## config.mk

```make
export PLATFORM = sky130hd
export DESIGN_NAME = swcp_parser
export DESIGN_NICKNAME = d
export VERILOG_FILES = /design/src/logic/swcp_field_mem.v /design/src/logic/swcp_parser.v
export VERILOG_INCLUDE_DIRS = /design/src /design/src/logic
export SDC_FILE = /design/constraint.sdc
export NUM_CORES = 1
export LEC_CHECK = 0
export BUFFER_PORTS_ARGS = -buffer_cell sky130_fd_sc_hd__buf_2
export CAP_MARGIN = 20
export CORE_MARGIN = 8
export CORE_UTILIZATION = 50
export DETAILED_ROUTE_END_ITERATION = 8
export PLACE_DENSITY_LB_ADDON = 0.12
export SLEW_MARGIN = 20
export SYNTH_ARGS = -nofsm -noshare
export SYNTH_HDL_FRONTEND = slang
export SYNTH_SLANG_ARGS = --single-unit
```

## constraint.sdc

```tcl
create_clock -name clk -period 4.04 [get_ports clk]
set_clock_uncertainty 0.15 [all_clocks]
set_input_delay 0.404 -clock clk [delete_from_list [all_inputs] [get_ports clk]]
set_output_delay 0.404 -clock clk [all_outputs]
set_load 0.1 [all_outputs]
```

## src/logic/swcp_regs.vh

```
// command codes, field counts and framing characters of the setting write parser
`ifndef SWCP_REGS_VH
`define SWCP_REGS_VH
`define SWCP_CH_W 8'h57
`define SWCP_CH_CR 8'h0D
`define SWCP_CH_LF 8'h0A
`define SWCP_CH_0 8'h30
`define SWCP_CH_9 8'h39
`define SWCP_CH_A 8'h41
`define SWCP_CH_SP 8'h20
// code identifiers
`define SWCP_ID_NONE 3'h0
`define SWCP_ID_33 3'h1
`define SWCP_ID_40 3'h2
`define SWCP_ID_41 3'h3
`define SWCP_ID_44 3'h4
`define SWCP_ID_50 3'h5
`define SWCP_ID_A 3'h6
// digit field counts per command
`define SWCP_N_33 3'h5
`define SWCP_N_40 3'h5
`define SWCP_N_41 3'h3
`define SWCP_N_44 3'h4
`define SWCP_N_50 3'h5
`define SWCP_N_A 3'h5
`define SWCP_MAX_FIELDS 5
`endif

```

## src/logic/swcp_field_mem.v

```verilog
// small field staging memory: digits of the frame in flight, registered read
module swcp_field_mem #(
	parameter DEPTH = 8,
	parameter AW = 3
) (
	input wire clk,
	input wire we,
	input wire [AW-1:0] waddr,
	input wire [3:0] wdata,
	input wire [AW-1:0] raddr,
	output reg [3:0] rdata
);
	reg [3:0] mem [0:DEPTH-1];

	always @(posedge clk) begin
		if (we) begin
			mem[waddr] <= wdata;
		end
		rdata <= mem[raddr];
	end
endmodule

```

## src/logic/swcp_parser.v

```verilog
// setting write command parser: byte stream in, committed setting fields out
// Notes on behaviour
// - while soft lock holds, every setting write is refused and stored values stay
// - code 40: sequence mode, near-zero check, weight check, feed adjust, gate control
// - code 50: preset tare, gross/net source, discharge mode, tare key, gross/net key
// - code 33: second digital filter option and motion detection mode together
// - one command groups accumulation, one-touch tare, range, display, extended tare
// - tare-options command has code A0, five digits in grouped order, then CR LF
`include "swcp_regs.vh"
module swcp_parser (
	input wire clk,
	input wire nrst,
	input wire [7:0] rx_data,
	input wire rx_valid,
	input wire soft_lock,
	output reg [19:0] seq_opts_q,
	output reg [7:0] filt_md_q,
	output reg [11:0] judge_count_q,
	output reg [15:0] key_ss_q,
	output reg [19:0] tare_gn_q,
	output reg [19:0] tare_opts_q,
	output reg cmd_ok_q,
	output reg cmd_err_q,
	output reg cmd_locked_q
);
	// ************************************************
	// frame states
	// ************************************************
	localparam ST_IDLE = 3'h0;
	localparam ST_C1 = 3'h1;
	localparam ST_C2 = 3'h2;
	localparam ST_DIG = 3'h3;
	localparam ST_CR = 3'h4;
	localparam ST_LF = 3'h5;
	localparam ST_SKIP = 3'h6;
	localparam ST_COPY = 3'h7;

	reg [2:0] st_q, st_d;
	reg [7:0] c1_q, c1_d;
	reg [2:0] id_q, id_d;
	reg [2:0] cnt_q, cnt_d;
	reg [2:0] rd_q;
	reg wr_pend_q;
	reg [19:0] acc_q;
	reg we;
	reg bad;
	wire [3:0] rdata;

	function is_digit;
		input [7:0] c;
		begin
			is_digit = (c >= `SWCP_CH_0) && (c <= `SWCP_CH_9);
		end
	endfunction

	// ************************************************
	// code lookup
	// ************************************************
	function [2:0] code_id;
		input [7:0] a;
		input [7:0] b;
		begin
			code_id = `SWCP_ID_NONE;
			if (a == 8'h33 && b == 8'h33) code_id = `SWCP_ID_33;
			if (a == 8'h34 && b == 8'h30) code_id = `SWCP_ID_40;
			if (a == 8'h34 && b == 8'h31) code_id = `SWCP_ID_41;
			if (a == 8'h34 && b == 8'h34) code_id = `SWCP_ID_44;
			if (a == 8'h35 && b == 8'h30) code_id = `SWCP_ID_50;
			if (a == `SWCP_CH_A && b == `SWCP_CH_0) code_id = `SWCP_ID_A;
		end
	endfunction

	function [2:0] n_fields;
		input [2:0] id;
		begin
			case (id)
				`SWCP_ID_33: n_fields = `SWCP_N_33;
				`SWCP_ID_40: n_fields = `SWCP_N_40;
				`SWCP_ID_41: n_fields = `SWCP_N_41;
				`SWCP_ID_44: n_fields = `SWCP_N_44;
				`SWCP_ID_50: n_fields = `SWCP_N_50;
				`SWCP_ID_A: n_fields = `SWCP_N_A;
				default: n_fields = 3'h0;
			endcase
		end
	endfunction

	swcp_field_mem #(.DEPTH(8), .AW(3)) u_mem (
		.clk(clk),
		.we(we),
		.waddr(cnt_q),
		.wdata(rx_data[3:0]),
		.raddr(rd_q),
		.rdata(rdata)
	);

	// ************************************************
	// framing
	// ************************************************
	always @* begin
		st_d = st_q;
		c1_d = c1_q;
		id_d = id_q;
		cnt_d = cnt_q;
		we = 1'b0;
		bad = 1'b0;
		if (rx_valid) begin
			case (st_q)
				ST_IDLE: begin
					if (rx_data == `SWCP_CH_W) st_d = ST_C1;
				end
				ST_C1: begin
					c1_d = rx_data;
					cnt_d = 3'h0;
					// tare options are the only code led by a letter
					if (is_digit(rx_data) || rx_data == `SWCP_CH_A) begin
						st_d = ST_C2;
					end else begin
						st_d = ST_SKIP;
					end
				end
				ST_C2: begin
					// an unknown code drops the rest of the line
					id_d = code_id(c1_q, rx_data);
					st_d = (code_id(c1_q, rx_data) == `SWCP_ID_NONE) ? ST_SKIP : ST_DIG;
				end
				ST_DIG: begin
					if (is_digit(rx_data) && cnt_q < n_fields(id_q)) begin
						we = 1'b1;
						cnt_d = cnt_q + 3'h1;
						if (cnt_q + 3'h1 == n_fields(id_q)) st_d = ST_CR;
					end else begin
						st_d = ST_SKIP;
					end
				end
				ST_CR: st_d = (rx_data == `SWCP_CH_CR) ? ST_LF : ST_SKIP;
				ST_LF: st_d = (rx_data == `SWCP_CH_LF) ? ST_COPY : ST_SKIP;
				ST_SKIP: begin
					// resynchronise on the next line end
					if (rx_data == `SWCP_CH_LF) st_d = ST_IDLE;
				end
				// commit in progress: stray bytes are dropped, not decoded
				ST_COPY: st_d = ST_COPY;
				default: st_d = ST_IDLE;
			endcase
			// a line end that breaks a frame already resynchronises, so the
			// next frame is not swallowed while waiting for another one
			bad = (st_q != ST_SKIP) && (st_d == ST_SKIP);
			if (bad && rx_data == `SWCP_CH_LF) st_d = ST_IDLE;
		end
		if (st_q == ST_COPY && rd_q == 3'h7) st_d = ST_IDLE;
	end

	always @(posedge clk or negedge nrst) begin
		if (!nrst) begin
			st_q <= ST_IDLE;
			c1_q <= 8'h00;
			id_q <= 3'h0;
			cnt_q <= 3'h0;
		end else begin
			st_q <= st_d;
			c1_q <= c1_d;
			id_q <= (st_q == ST_IDLE) ? `SWCP_ID_NONE : id_d;
			cnt_q <= cnt_d;
		end
	end

	// ************************************************
	// commit: read digits back one per cycle, then load the target
	// ************************************************
	always @(posedge clk or negedge nrst) begin
		if (!nrst) begin
			rd_q <= 3'h0;
			wr_pend_q <= 1'b0;
			acc_q <= 20'h00000;
			seq_opts_q <= 20'h00000;
			filt_md_q <= 8'h00;
			judge_count_q <= 12'h000;
			key_ss_q <= 16'h0000;
			tare_gn_q <= 20'h00000;
			tare_opts_q <= 20'h00000;
			cmd_ok_q <= 1'b0;
			cmd_err_q <= 1'b0;
			cmd_locked_q <= 1'b0;
		end else begin
			cmd_ok_q <= 1'b0;
			cmd_err_q <= bad;
			cmd_locked_q <= 1'b0;
			wr_pend_q <= 1'b0;
			if (st_q != ST_COPY) begin
				rd_q <= 3'h0;
				acc_q <= 20'h00000;
			end else if (rd_q != 3'h7) begin
				rd_q <= rd_q + 3'h1;
				wr_pend_q <= 1'b1;
				if (rd_q + 3'h1 == {1'b0, n_fields(id_q)} + 3'h1) rd_q <= 3'h7;
			end
			// registered read lags the address by one cycle
			if (wr_pend_q && rd_q != 3'h0 && rd_q - 3'h1 < n_fields(id_q)) begin
				acc_q <= {acc_q[15:0], rdata};
			end
			if (st_q == ST_COPY && rd_q == 3'h7) begin
				if (soft_lock) begin
					cmd_locked_q <= 1'b1;
				end else begin
					cmd_ok_q <= 1'b1;
					case (id_q)
						`SWCP_ID_40: seq_opts_q <= acc_q;
						`SWCP_ID_50: tare_gn_q <= acc_q;
						`SWCP_ID_33: filt_md_q <= acc_q[7:0];
						`SWCP_ID_41: judge_count_q <= acc_q[11:0];
						`SWCP_ID_44: key_ss_q <= acc_q[15:0];
						`SWCP_ID_A: tare_opts_q <= acc_q;
						default: cmd_ok_q <= 1'b0;
					endcase
				end
			end
		end
	end
endmodule

```

Yosys cells after proc, flatten, opt, wreduce, memory -nomap -nowiden
Memories as Yosys holds them, arrays and structs flattened. A register that Yosys moved wholly into a read port is not among the register bits.
Cells that the tools add are included.
{"block": "totals", "output_inout_bits": 99, "mem_count": 1, "wordCells": 144, "ram_bits": 32, "reg_bits": 140, "in_bits": 12}
{"memory": "u_mem.mem", "words": 8, "width": 4, "read_ports": 1, "rd_clocked_by_memory_dff": 1, "write_ports": 1, "line": "swcp_field_mem.v:13", "source": "reg [3:0] mem [0:DEPTH-1];"}
{"block": "op_classes", "magnitude_cmp": 4, "mux": 50, "n_bitwise": 1, "n_eq_ne": 33, "reduce_logical": 34, "add_sub_neg": 5}
{"op": "$mux 3", "count": 29}
{"op": "$eq 8x6->1 const B", "count": 7}
{"op": "$mux 20", "count": 2}
{"op": "$eq 3x3->1 const B", "count": 9}
{"op": "$eq 8x7->1 const B", "count": 3}
{"op": "$pmux 3 s8", "count": 1}
{"op": "$reduce_and 3->1", "count": 7}
{"op": "$eq 8x4->1 const B", "count": 2}
{"op": "$mux 1", "count": 15}
{"op": "$logic_and 1x1->1", "count": 13}
{"op": "$eq 3x2->1 const B", "count": 4}
{"op": "$reduce_bool 2->1", "count": 6}
{"op": "$ne 3x3->1 const B", "count": 3}
{"op": "$pmux 3 s3", "count": 1}
{"op": "$add 3x1->4 const B", "count": 2}
{"op": "$ge 8x6->1 const B", "count": 1}
{"op": "$le 8x6->1 const B", "count": 1}
{"op": "$add 3x1->3 const B", "count": 2}
{"op": "$eq 3x1->1 const B", "count": 2}
{"op": "$logic_not 3->1", "count": 2}
{"op": "$lt 3x3->1", "count": 2}
{"op": "$pmux 3 s2", "count": 1}
{"op": "$reduce_or 6->1", "count": 1}
{"op": "$eq 4x4->1", "count": 1}
{"op": "9 further kinds", "count": 10}

Depth between registers and ports, before layout
Gate-level depths: netlist (run 1).
{"block": "depth", "ltp_word": 21, "mapped_depth": 10, "mapped_depth_nobuf": 9}

By module
Synthesis (run 1) repeated with hierarchy kept, for this count alone.
{"block": "hier_totals", "hier_cells": 555, "area_unflattened_um2": 7751.2}
{"mod": "swcp_parser", "seq_area_each_um2": 3503.4, "instances": 1, "area_per_inst_um2": 6381.1, "cells_each": 492}
{"mod": "swcp_field_mem", "seq_area_each_um2": 1041.0, "instances": 1, "area_per_inst_um2": 1370.1, "cells_each": 63}

Worst setup path before layout (run 1)
Ideal clock, no wire load.
{"block": "synth_timing", "kind": "register to register", "start": "reg id_q[1]", "end": "mem u_mem.mem[0][0], enable pin", "setup_time_ns": 0.361, "slack_ns": 1.156, "required_time_ns": 3.529, "period_less_slack_ns": 2.884, "path_stages_with_launch": 10, "t_arrival_ns": 2.373, "n_path_buf": 1, "cell_sequence": "dfrtp_1 buf_6 and2_4 a21oi_1 ha_1 inv_1 maj3_2 a2111oi_4 nand3_2 nor3_1"}
{"block": "synth_between", "elab_chain_len": 12, "word_cells_on_any_way": 17, "classes_between": "order compare: 1; eq/ne: 6; mux: 8; reduce/logical: 2"}
{"item": "start: declaration", "line": "swcp_parser.v:40", "source": "reg [2:0] id_q, id_d;"}
{"item": "start signal: assignment", "line": "swcp_parser.v:163", "source": "id_q <= (st_q == ST_IDLE) ? `SWCP_ID_NONE : id_d;"}
{"item": "$eq 3x3->1, or another cell as far along", "line": "swcp_parser.v:76", "source": "case (id)"}
{"item": "$reduce_or 4->1 (no source line)"}
{"item": "$pmux 3 s3 (*)", "line": "swcp_parser.v:76"}
{"item": "$mux 3 (*)", "line": "swcp_parser.v:108", "source": "case (st_q)"}
{"item": "$mux 3 (*)", "line": "swcp_parser.v:107", "source": "if (rx_valid) begin"}
{"item": "$lt 3x3->1 (*)", "line": "swcp_parser.v:128", "source": "if (is_digit(rx_data) && cnt_q < n_fields(id_q)) begin"}
{"item": "$logic_and 1x1->1 (*)", "line": "swcp_parser.v:128"}
{"item": "$mux 1 (*)", "line": "swcp_parser.v:128"}
{"item": "$mux 1 (*)", "line": "swcp_parser.v:108"}
{"item": "$mux 1 (*)", "line": "swcp_parser.v:107"}
{"item": "$mux 1 (*)", "line": "swcp_field_mem.v:16", "source": "if (we) begin"}
{"item": "$mux 1 (not written as such) (*)", "line": "swcp_field_mem.v:17", "source": "mem[waddr] <= wdata;"}
{"item": "end: declaration", "line": "swcp_field_mem.v:13"}
Every way passes the cells marked *; elsewhere a longest branch is shown, timed or not. The select of a mux whose other input is x is not followed.

Final worst setup path (run 1)
{"block": "layout_timing", "start": "reg id_q[1]", "end": "mem u_mem.mem[1][2], enable pin"}
Same word-level chain as after synthesis.

==> key figures, run 1 <==
Global routing
  – Leftover overflow at the end of global routing: 0
  – Antenna violations before repair: 0
  – Global-route wire length before repair: 27320 µm
  – Vias in the first global route: 5087
  – Tot GR Track Use: 17.49%
  – Maximum number of pins on one net before global-route repair: 121

Synthesis
  – Number of different library cells in the post-synthesis netlist: 71
  – Netlist area before placement: 0.007677 mm²
  – Flops & latches, synth: 176
  – Number of instances in the synthesized netlist: 560
  – Proportion of register bits with asynchronous set or reset after synthesis: 79.55%
  – Most frequent cells after synthesis: sky130_fd_sc_hd__dfrtp_1 (140), sky130_fd_sc_hd__mux2_2 (108), sky130_fd_sc_hd__nand2_1 (59)
  – Dominant register cell in the synthesized netlist: sky130_fd_sc_hd__dfrtp_1
  – Fraction of the yosys area taken by sequential cells: about 59%
  – EDFF count, synth: 32
  – Cell type with the highest aggregate area in the netlist: sky130_fd_sc_hd__dfrtp_1
  – Most used standard cell by instance count after synthesis: sky130_fd_sc_hd__dfrtp_1
  – Number of nets produced by synthesis: 582
  – Count of yosys warnings during synthesis: 0
  – Mean cell area of the mapped netlist: 13.71 µm²
  – Leading cell types by total area after synthesis: sky130_fd_sc_hd__dfrtp_1 (46%), sky130_fd_sc_hd__mux2_2 (16%), sky130_fd_sc_hd__edfxtp_1 (13%), sky130_fd_sc_hd__nand2_1 (2.9%), sky130_fd_sc_hd__mux4_2 (2.3%)
  – Proportion of netlist area held by the largest area contributor: 45.63%

Layout
  – Layout fillers: 1171
  – Area overhead of the layout relative to synthesis: 16.44%
  – Finished Layout Cells: 867
  – Diodes inserted: 0
  – Total number of nets in the final design: ~700
  – Fraction of layout instances using a drive strength above 1: 42.86%

Clocking
  – Total clock buffers created by CTS: 17
  – H-tree depth: 4
  – TritonCTS clock tree: yes
  – Total clock sinks: around 180
  – Setup repair bufs after CTS: 0
  – Hold-fix buffers at CTS: 0
  – Maximum buffer depth of the clock tree: 2
  – Clock edge transition at the registers on the reported setup and hold paths: 0.06 ns
  – CTS-repair resized insts: 0
  – Latest clock arrival within the worst-skew pair: 0.43 ns
  – CTS root buf: sky130_fd_sc_hd__clkbuf_16

Setup path
  – Launching element type of the critical path: flop
  – Cell at the slowest stage of the critical path: sky130_fd_sc_hd__a2111oi_4
  – Worst setup EP type: flop
  – Stage delay of the slowest cell on the critical path: 0.52 ns
  – Highest fanout seen on the critical path: 9
  – Category of the critical setup timing path: flop to flop
  – Family with the most delay on the worst path: simple AND/OR/NAND/NOR gates
  – Required time of the critical path: around 4.0 ns
  – Crit path buffers/inverters: 1
  – Worst path arrival time: 3.21 ns
  – Cells along the critical path: and2_4 -> a21oi_1 -> ha_1 -> inv_1 -> maj3_2 -> a2111oi_4 -> nand3_2 -> nor3_1

Routing
  – Total number of vias: 4873
  – Iteration-0 DRC Markers: 206
  – Via count normalized by instance count: around 5.6
  – Antenna Nets Post-Route: 0
  – Residual DRC count: 0
  – Wire length per cell: 19.03 µm
  – Number of iterations in the first detailed-routing pass: 5
  – Total detailed-routing wirelength: approximately 16000 µm

Floorplanning
  – Standard-cell row count: 45
  – Number of I/O pins: about 110
  – Placeable core region: about 0.015 mm²
  – Die Y: 139.9 µm
  – Starting utilization of the core area: roughly half
  – Die ar.: about 0.020 mm²
  – Die span in x: 139.9 µm

Placement
  – Total of buffers placed on input and output ports: 110
  – Placed wire-length estimate: 11550 µm
  – Routability Congestion: 0.9424
  – Cells after DPL: 835

Pwr
  – Worst vdd ir: 292.4 µV
  – PD cells: 433.0 mW/mm²
  – Leakage: 4.319 nW

STA
  – Relative slew slack: 28.17%
  – Slew at the pin closest to its max-slew limit: about 1.1 ns
  – Min Clock Period, post-route: ~3.3 ns
  – Final Hold Violating Endpoints: 44
  – Worst hold margin: -0.06119 ns
  – Setup violators final: 0
  – Final period utilization: 81.62%
  – Setup repair after global routing missed its margin: no
  – Max Clk Rate: 303.3 MHz
  – Max-slew violation total from the final report: 0
  – Final setup TNS: 0 ns

Outcome
  – Failing checks: negative hold slack
  – Status: finished, violations left

Hold path
  – Class of the most critical hold timing path: input pin to async pin

Flow run
  – Max-cap violation count: 0
[report_power, final]
part,internal (mW),switching [mW]
clock,0.929,0.659
sequential,1.87,0.0892
combinational,0.143,0.182
total,2.94,0.931
[kinds of logic after synthesis]
group                      synth area share, %
AOI/OAI and AO/OA                        6.340
xor gates and xnor gates                0.7986
adders and majority gates                1.907
buffers and inverters                    2.836
DFF                                      59.19
muxes                                    18.33
and+or+nand+nor                          10.59
[placed cells by master, fill, tap and decap left out, types with 3 or more instances in the layout]
master and n:
sky130_fd_sc_hd__dfrtp_1 140, sky130_fd_sc_hd__buf_2 109, sky130_fd_sc_hd__mux2_2 108, sky130_fd_sc_hd__nand2_1 59, sky130_fd_sc_hd__edfxtp_1 32, sky130_fd_sc_hd__o21ai_0 26, sky130_fd_sc_hd__clkbuf_16 19, sky130_fd_sc_hd__nor2_1 14
sky130_fd_sc_hd__inv_1 10, sky130_fd_sc_hd__ha_1 10, sky130_fd_sc_hd__mux4_2 8, sky130_fd_sc_hd__and3_1 6, sky130_fd_sc_hd__nand4_1 6, sky130_fd_sc_hd__a31oi_1 6, sky130_fd_sc_hd__buf_4 6, sky130_fd_sc_hd__nand2b_1 5
sky130_fd_sc_hd__a21oi_1 5, sky130_fd_sc_hd__nor2b_1 5, sky130_fd_sc_hd__clkbuf_8 5, sky130_fd_sc_hd__xor2_1 4, sky130_fd_sc_hd__nand3_1 4, sky130_fd_sc_hd__o21ai_1 4, sky130_fd_sc_hd__and4bb_2 4, sky130_fd_sc_hd__nor3_1 4
sky130_fd_sc_hd__nor4b_1 4, sky130_fd_sc_hd__dfxtp_1 4, sky130_fd_sc_hd__xnor2_1 3, sky130_fd_sc_hd__nor4_1 3, sky130_fd_sc_hd__nand3_2 3, sky130_fd_sc_hd__or2_2 3, sky130_fd_sc_hd__clkbuf_1 3
[sequential cells by signal (all words and copies together) (netlist names), 4 cells and up]
signal	count
seq_opts_q	20
tare_opts_q	20
filt_md_q	8
key_ss_q	16
tare_gn_q	20
acc_q	20
u_mem.mem	32
u_mem.rdata	4
c1_q	8
judge_count_q	12
[path summary, 6_finish.rpt]
kind | endpoint | start | cells past startpoint | slack, ns
max in group asynchronous | acc_q[1] | nrst | 2 | 2.86
hold / removal | tare_gn_q[16] | nrst | 1 | -0.06
setup / recovery | u_mem.mem[1][2] | id_q[1] | 8 | 0.74
min in group clk | cmd_ok_q | soft_lock | 2 | 0.11
setup reg to reg | u_mem.mem[1][2] | id_q[1] | 8 | 0.74
hold reg to reg | acc_q[3] | u_mem.rdata[3] | 2 | 0.29
[layout make-up]
cell class	count	area, µm²	area share (%)
clock buffers	26	541.8	6.060
clock inverters	6	43.79	0.4899
inverters	10	37.54	0.4199
multi-input cells	345	2933	32.81
flip-flops and latches	176	4544	50.83
well taps	188	235.2	2.631
repair buffers	116	604.3	6.760
[through the flow]
step | cell area, µm² | hold WS (ns) | util [%] | setup slack, ns | power (mW)
after floorplan | 7677 | -0.04159 | - | 1.156 | 2.215
after global placement | 8352 | 0.2788 | 55.35 | 0.9446 | 2.305
after detailed placement | 8352 | 0.2830 | 55.35 | 0.7680 | 2.318
after CTS | 8937 | 0.03411 | 59.23 | 0.7428 | 3.902
after global routing | 8940 | 0.02319 | 59.25 | 0.6102 | 4.021
final | 8940 | -0.06119 | 59.25 | 0.7426 | 3.871
[metal layers]
| layer | track usage, % | share of wire [%] |
|---|---|---|
| met5 | 0 | 0 |
| met2 | 29.33 | 50 |
| met1 | 21.38 | 44 |
| met3 | 4.927 | 5.1 |
| met4 | 5.829 | 1.4 |
Note: power is estimated with default switching activity, not from simulation.
==> inputs of run 2 (changes only) <==
==> constraint.sdc (replaced) <==
create_clock -name clk -period 2.8 [get_ports clk]
set_clock_uncertainty 0.15 [all_clocks]
set_input_delay 0.28 -clock clk [delete_from_list [all_inputs] [get_ports clk]]
set_output_delay 0.28 -clock clk [all_outputs]
set_load 0.1 [all_outputs]
==> key figures, run 2 (synthesis gave the netlist of run 1 again) <==
Setup path
  – Launching element type of the critical path: flop (unchanged)
  – Startpoint of the most critical register-to-register path: id_q[0] (was id_q[1])
  – Slack of the worst reg-to-reg path: 0.09 ns (was 0.74 ns)
  – Category of the critical setup timing path: flop to flop (unchanged)
  – Worst setup EP type: flop (unchanged)
  – Worst Setup SP: id_q[0] (was id_q[1])
  – Capture point of the critical path: u_mem.mem[1][0] (was u_mem.mem[1][2])
  – Required time of the critical path: 2.76 ns (was 3.95 ns)
  – Worst path arrival time: 2.66 ns (was 3.21 ns)
  – Count of cells along the worst register-to-register path: 9 (was 8)
  – Worst R2R End: u_mem.mem[1][0] (was u_mem.mem[1][2])
  – Highest fanout seen on the critical path: 4 (was 9)

Layout
  – Diodes inserted: 0 (unchanged)
  – Area overhead of the layout relative to synthesis: 21.01% (was 16.44%)
  – Final design utilization: 61.57% (was 59.25%)
  – Fraction of layout instances using a drive strength above 1: 46.00% (was 42.86%)
  – Total number of nets in the final design: 710 (was 688)
  – Most frequent cells in the layout: sky130_fd_sc_hd__dfrtp_1 (139), sky130_fd_sc_hd__buf_2 (109), sky130_fd_sc_hd__mux2_2 (108) (was sky130_fd_sc_hd__dfrtp_1 (140), sky130_fd_sc_hd__buf_2 (109), sky130_fd_sc_hd__mux2_2 (108))
  – Max reg flops: 32 (unchanged)
  – Most common cell after layout, fill and taps aside: sky130_fd_sc_hd__dfrtp_1 (unchanged)
  – Most flop-heavy register: u_mem.mem (unchanged)
  – Finished Layout Cells: 888 (was 867)

Global routing
  – Leftover overflow at the end of global routing: 0 (unchanged)
  – Maximum number of pins on one net before global-route repair: 77 (was 121)
  – Tot GR Track Use: 18.74% (was 17.49%)
  – Antenna violations before repair: 0 (unchanged)
  – Vias in the first global route: 5264 (was 5087)
  – Global-route wire length before repair: 29110 µm (was 27320 µm)

Clocking
  – Latest clock arrival within the worst-skew pair: 0.42 ns (was 0.43 ns)
  – Clock edge transition at the registers on the reported setup and hold paths: 0.07 ns (was 0.06 ns)
  – Total clock buffers created by CTS: 17 (unchanged)
  – Maximum buffer depth of the clock tree: 2 (unchanged)
  – Total clock sinks: 176 (unchanged)
  – H-tree depth: 4 (unchanged)
  – TritonCTS clock tree: yes (unchanged)
  – CTS root buf: sky130_fd_sc_hd__clkbuf_16 (unchanged)

Floorplanning
  – Standard-cell row count: 45 (unchanged)
  – Placeable core region: 0.01509 mm² (unchanged)
  – Number of I/O pins: 111 (unchanged)
  – Die span in x: 139.9 µm (unchanged)
  – Die Y: 139.9 µm (unchanged)
  – Starting utilization of the core area: 50.88% (unchanged)
  – Die ar.: 0.01958 mm² (unchanged)

Flow run
  – Max-cap violation count: 0 (unchanged)

Placement
  – Cells after DPL: 849 (was 835)
  – Post-Place Worst Slack: -0.05542 ns (was 0.7680 ns)
  – Total of buffers placed on input and output ports: 110 (unchanged)
  – Routability Congestion: 0.8417 (was 0.9424)
  – Placed wire-length estimate: 12010 µm (was 11550 µm)

Routing
  – Iteration-0 DRC Markers: 246 (was 206)
  – Antenna Nets Post-Route: 0 (unchanged)
  – Number of iterations in the first detailed-routing pass: 4 (was 5)
  – Total number of vias: 4961 (was 4873)
  – Residual DRC count: 0 (unchanged)
  – Wire length per cell: 19.71 µm (was 19.03 µm)
  – Total detailed-routing wirelength: 17500 µm (was 16500 µm)
  – Via count normalized by instance count: 5.587 (was 5.621)

STA
  – Final Hold Violating Endpoints: 0 (was 44)
  – Min Clock Period, post-route: 2.709 ns (was 3.297 ns)
  – Max-slew violation total from the final report: 0 (unchanged)
  – Final setup TNS: 0 ns (unchanged)
  – Setup repair after global routing missed its margin: yes (was no)
  – Relative slew slack: 53.02% (was 28.17%)
  – Max Clk Rate: 369.2 MHz (was 303.3 MHz)
  – Final period utilization: 96.73% (was 81.62%)
  – Slew at the pin closest to its max-slew limit: 0.7047 ns (was 1.069 ns)
  – Post-route worst setup slack: 0.09143 ns (was 0.7426 ns)
  – Setup violators final: 0 (unchanged)

Pwr
  – PD cells: 626.3 mW/mm² (was 433.0 mW/mm²)
  – Worst vdd ir: 416.2 µV (was 292.4 µV)
  – Final total power: 5.818 mW (was 3.871 mW)
  – Leakage: 4.449 nW (was 4.319 nW)

Outcome
  – Status: complete, no violations (was finished, violations left)

Hold path
  – Class of the most critical hold timing path: input pin to flop (was input pin to async pin)
-- run 2: timing repair --
item,4_1_cts,5_1_grt
gates cloned,0,0
buffers inserted,0,3
endpoints found under the setup margin,32,33
hold endpoints to repair,77,0
pin swaps,2,5
gates resized for setup,5,11
hold buffers,5,0
-- run 2: worst max-delay path: stages (launching register included) --
cell                        delay [ns]
sky130_fd_sc_hd__dfrtp_2          0.42
sky130_fd_sc_hd__and2_4           0.18
sky130_fd_sc_hd__a21oi_4          0.13
sky130_fd_sc_hd__ha_2             0.17
sky130_fd_sc_hd__inv_1            0.04
sky130_fd_sc_hd__maj3_2           0.34
sky130_fd_sc_hd__a2111oi_4        0.34
sky130_fd_sc_hd__buf_4            0.20
sky130_fd_sc_hd__nand3_4          0.13
sky130_fd_sc_hd__nor3_4           0.28
-- run 2: layer usage --
metal	up-vias	share of wire [%]	routed length, µm	global-route usage (%)
li1	2294	-	-	-
met4	0	0.81	142	5.600
met2	127	51	8969	31.72
met3	13	4.5	791	4.927
met1	2527	43	7596	23.16
met5	-	0	0	0
-- run 2: area by class of cell --
class,count,area (µm²)
repair buffers,138,829.5
inverters,10,37.54
multi-input cells,345,3009
fillers,1192,5799
well taps,188,235.2
clock inverters,9,116.4
clock buffers,22,516.7
flip-flops and latches,176,4546
-- run 2: how the worst min path moves through the flow --
stage	start	to	slack (ns)	cells past startpoint
2_1_floorplan	nrst	acc_q[0]	-0.17	0
3_3_place_gp	nrst	tare_gn_q[16]	0.19	1
3_5_place_dp	nrst	tare_gn_q[12]	0.20	1
4_1_cts	rx_data[4]	c1_q[4]	0.02	2
5_1_grt	rx_data[4]	c1_q[4]	0.03	2
6_report	rx_data[4]	c1_q[4]	0.04	2
-- run 2: power by group --
group / internal, mW / switching, mW
sequential: 2.70 / 0.105
clock: 1.50 / 0.982
combinational: 0.227 / 0.311
-- run 2: metrics by stage --
step | hold WS, ns | area, µm²
2_1_floorplan | -0.1656 | 7687
3_3_place_gp | 0.1947 | 8517
3_5_place_dp | 0.2033 | 8517
4_1_cts | 0.01528 | 9221
5_1_grt | 0.03070 | 9290
6_report | 0.03744 | 9290
==> inputs of run 3 (changes only) <==
--- a/config.mk
+++ b/config.mk
@@ -6,12 +6,14 @@
 export SDC_FILE = /design/constraint.sdc
 export NUM_CORES = 1
 export LEC_CHECK = 0
+export ABC_AREA = 1
 export BUFFER_PORTS_ARGS = -buffer_cell sky130_fd_sc_hd__buf_2
 export CAP_MARGIN = 20
 export CORE_MARGIN = 8
 export CORE_UTILIZATION = 50
 export DETAILED_ROUTE_END_ITERATION = 8
 export PLACE_DENSITY_LB_ADDON = 0.12
+export SKIP_CTS_REPAIR_TIMING = 1
 export SLEW_MARGIN = 20
 export SYNTH_ARGS = -nofsm -noshare
 export SYNTH_HDL_FRONTEND = slang
==> key figures, run 3 <==
Setup path
  – Worst setup EP type: flop (unchanged)
  – Count of cells along the worst register-to-register path: 12 (was 9)
  – Required time of the critical path: 2.79 ns (was 2.76 ns)
  – Category of the critical setup timing path: flop to flop (unchanged)
  – Launching element type of the critical path: flop (unchanged)
  – Highest fanout seen on the critical path: 5 (was 4)
  – Worst path arrival time: 2.60 ns (was 2.66 ns)

STA
  – Setup violators final: 0 (unchanged)
  – Slew at the pin closest to its max-slew limit: 0.5269 ns (was 0.7047 ns)
  – Relative slew slack: 64.68% (was 53.02%)
  – Setup repair after global routing missed its margin: yes (unchanged)
  – Max-slew violation total from the final report: 0 (unchanged)
  – Worst hold margin: 0.01093 ns (was 0.03744 ns)
  – Max Clk Rate: 383.4 MHz (was 369.2 MHz)
  – Post-route worst setup slack: 0.1918 ns (was 0.09143 ns)
  – Final period utilization: 93.15% (was 96.73%)
  – Final setup TNS: 0 ns (unchanged)
  – Min Clock Period, post-route: 2.608 ns (was 2.709 ns)
  – Final Hold Violating Endpoints: 0 (unchanged)

Routing
  – Total number of vias: 5737 (was 4961)
  – Antenna Nets Post-Route: 0 (unchanged)
  – Residual DRC count: 0 (unchanged)
  – Via count normalized by instance count: 5.278 (was 5.587)
  – Iteration-0 DRC Markers: 461 (was 246)
  – Total detailed-routing wirelength: 17390 µm (was 17500 µm)
  – Wire length per cell: 15.99 µm (was 19.71 µm)
  – Number of iterations in the first detailed-routing pass: 5 (was 4)

Hold path
  – Class of the most critical hold timing path: input pin to flop (unchanged)
  – Min-Delay Path Depth: 3 (was 2)

Clocking
  – Latest clock arrival within the worst-skew pair: 0.43 ns (was 0.42 ns)
  – TritonCTS clock tree: yes (unchanged)
  – Total clock sinks: 176 (unchanged)
  – Clock edge transition at the registers on the reported setup and hold paths: 0.06 ns (was 0.07 ns)
  – Maximum buffer depth of the clock tree: 2 (unchanged)
  – H-tree depth: 4 (unchanged)
  – Total clock buffers created by CTS: 17 (unchanged)
  – CTS root buf: sky130_fd_sc_hd__clkbuf_16 (unchanged)

Synthesis
  – Most frequent cells after synthesis: sky130_fd_sc_hd__nand2_1 (174), sky130_fd_sc_hd__dfrtp_1 (140), sky130_fd_sc_hd__o21ai_0 (112) (was sky130_fd_sc_hd__dfrtp_1 (140), sky130_fd_sc_hd__mux2_2 (108), sky130_fd_sc_hd__nand2_1 (59))
  – Netlist area before placement: 0.007247 mm² (was 0.007677 mm²)
  – EDFF count, synth: 32 (unchanged)
  – Count of yosys warnings during synthesis: 0 (unchanged)
  – Most used standard cell by instance count after synthesis: sky130_fd_sc_hd__nand2_1 (was sky130_fd_sc_hd__dfrtp_1)
  – Leading cell types by total area after synthesis: sky130_fd_sc_hd__dfrtp_1 (48%), sky130_fd_sc_hd__edfxtp_1 (13%), sky130_fd_sc_hd__nand2_1 (9.0%), sky130_fd_sc_hd__o21ai_0 (7.7%), sky130_fd_sc_hd__nor2_1 (3.7%) (was sky130_fd_sc_hd__dfrtp_1 (46%), sky130_fd_sc_hd__mux2_2 (16%), sky130_fd_sc_hd__edfxtp_1 (13%), sky130_fd_sc_hd__nand2_1 (2.9%), sky130_fd_sc_hd__mux4_2 (2.3%))
  – Number of different library cells in the post-synthesis netlist: 36 (was 71)
  – Fraction of the yosys area taken by sequential cells: 62.71% (was 59.19%)
  – Flops & latches, synth: 176 (unchanged)
  – Proportion of register bits with asynchronous set or reset after synthesis: 79.55% (unchanged)
  – Dominant register cell in the synthesized netlist: sky130_fd_sc_hd__dfrtp_1 (unchanged)
  – Number of instances in the synthesized netlist: 762 (was 560)
  – Number of nets produced by synthesis: 784 (was 582)
  – Cell type with the highest aggregate area in the netlist: sky130_fd_sc_hd__dfrtp_1 (unchanged)
  – Mean cell area of the mapped netlist: 9.510 µm² (was 13.71 µm²)
  – Proportion of netlist area held by the largest area contributor: 48.34% (was 45.63%)

Pwr
  – PD cells: 603.0 mW/mm² (was 626.3 mW/mm²)
  – Worst vdd ir: 392.2 µV (was 416.2 µV)
  – Leakage: 4.261 nW (was 4.449 nW)

Layout
  – Most common cell after layout, fill and taps aside: sky130_fd_sc_hd__nand2_1 (was sky130_fd_sc_hd__dfrtp_1)
  – Diodes inserted: 0 (unchanged)
  – Area overhead of the layout relative to synthesis: 20.32% (was 21.01%)
  – Final design utilization: 60.68% (was 61.57%)
  – Finished Layout Cells: 1087 (was 888)
  – Total number of nets in the final design: 913 (was 710)
  – Layout fillers: 1212 (was 1192)
  – Max reg flops: 32 (unchanged)
  – Most flop-heavy register: u_mem.mem (unchanged)
  – Most frequent cells in the layout: sky130_fd_sc_hd__nand2_1 (173), sky130_fd_sc_hd__dfrtp_1 (140), sky130_fd_sc_hd__o21ai_0 (112) (was sky130_fd_sc_hd__dfrtp_1 (139), sky130_fd_sc_hd__buf_2 (109), sky130_fd_sc_hd__mux2_2 (108))
  – Fraction of layout instances using a drive strength above 1: 20.60% (was 46.00%)

Floorplanning
  – Placeable core region: 0.01437 mm² (was 0.01509 mm²)
  – Standard-cell row count: 44 (was 45)
  – Die Y: 136.4 µm (was 139.9 µm)
  – Die span in x: 136.4 µm (was 139.9 µm)
  – Number of I/O pins: 111 (unchanged)
  – Die ar.: 0.01860 mm² (was 0.01958 mm²)
  – Starting utilization of the core area: 50.44% (was 50.88%)

Flow run
  – Max-cap violation count: 0 (unchanged)

Global routing
  – Tot GR Track Use: 19.21% (was 18.74%)
  – Maximum number of pins on one net before global-route repair: 59 (was 77)
  – Leftover overflow at the end of global routing: 0 (unchanged)
  – Vias in the first global route: 5489 (was 5264)
  – Global-route wire length before repair: 27770 µm (was 29110 µm)
  – Antenna violations before repair: 0 (unchanged)

Outcome
  – Status: complete, no violations (unchanged)

Placement
  – Total of buffers placed on input and output ports: 110 (unchanged)
  – Post-Place Worst Slack: 0.1878 ns (was -0.05542 ns)
  – Routability Congestion: 0.9208 (was 0.8417)
  – Cells after DPL: 1052 (was 849)
  – Placed wire-length estimate: 12190 µm (was 12010 µm)
-- run 3: cells by family after synthesis --
logic type | after synthesis | share of synthesized area, %
multiplexers | 1 | 0.1554
buffers and inverters | 102 | 5.352
XOR/XNOR | 4 | 0.4835
AND/OR/NAND/NOR | 302 | 17.42
flip-flops | 176 | 62.71
AO/OA/AOI/OAI | 167 | 12.15
adder cells (fa/ha/maj) | 10 | 1.727
-- run 3: layout make-up --
cell class / instances / area (µm²) / share of cell area, %
inverter: 74 / 277.8 / 3.186
sequential: 176 / 4544 / 52.12
timing repair buffer: 138 / 772.0 / 8.853
multi-input combinational: 484 / 2322 / 26.63
clock buffer: 21 / 473.0 / 5.424
clock inverter: 10 / 100.1 / 1.148
tap: 184 / 230.2 / 2.640
-- run 3: through the flow --
| step | area, µm² | total power, mW |
|---|---|---|
| finish | 8720 | 5.258 |
| global route | 8720 | 5.434 |
| CTS | 8677 | 5.298 |
| detailed placement | 8104 | 3.006 |
| global placement | 8104 | 2.999 |
| floorplan | 7247 | 2.896 |
-- run 3: worst paths after layout --
path,end,startpoint,slack (ns)
max in group asynchronous,tare_opts_q[12],nrst,1.51
worst min register to register,acc_q[0],u_mem.rdata[0],0.29
min in group asynchronous,tare_opts_q[3],nrst,0.23
worst min-delay path,c1_q[7],rx_data[7],0.01
worst max register to register,u_mem.mem[1][3],id_q[1],0.19
worst max-delay path,u_mem.mem[1][3],id_q[1],0.19
-- run 3: power by group --
| part | switching, mW | internal (mW) | leakage [nW] |
|---|---|---|---|
| Combinational | 0.206 | 0.0816 | 1.72 |
| Sequential | 0.0401 | 2.63 | 2.26 |
| Clock | 0.986 | 1.31 | 0.284 |
-- run 3: critical path, stage by stage (launching register included) --
cell and delay (ns):
sky130_fd_sc_hd__dfrtp_1 0.43, sky130_fd_sc_hd__nor2_2 0.23, sky130_fd_sc_hd__nor2_1 0.10, sky130_fd_sc_hd__nand2_2 0.10, sky130_fd_sc_hd__ha_1 0.15, sky130_fd_sc_hd__inv_1 0.05
sky130_fd_sc_hd__o21ai_1 0.12, sky130_fd_sc_hd__a21boi_1 0.09, sky130_fd_sc_hd__nor2_2 0.17, sky130_fd_sc_hd__buf_4 0.14, sky130_fd_sc_hd__nand4_1 0.21, sky130_fd_sc_hd__nor3_1 0.21
sky130_fd_sc_hd__buf_4 0.17
-- run 3: layer usage --
layer / global-route usage, % / wire [µm] / vias up / share of wire [%]
met1: 23.68 / 7447 / 2764 / 43
met3: 4.767 / 1122 / 25 / 6.5
met4: 5.918 / 254 / 0 / 1.5
met2: 32.60 / 8562 / 167 / 49
li1: - / - / 2781 / -
met5: 0 / 0 / - / 0
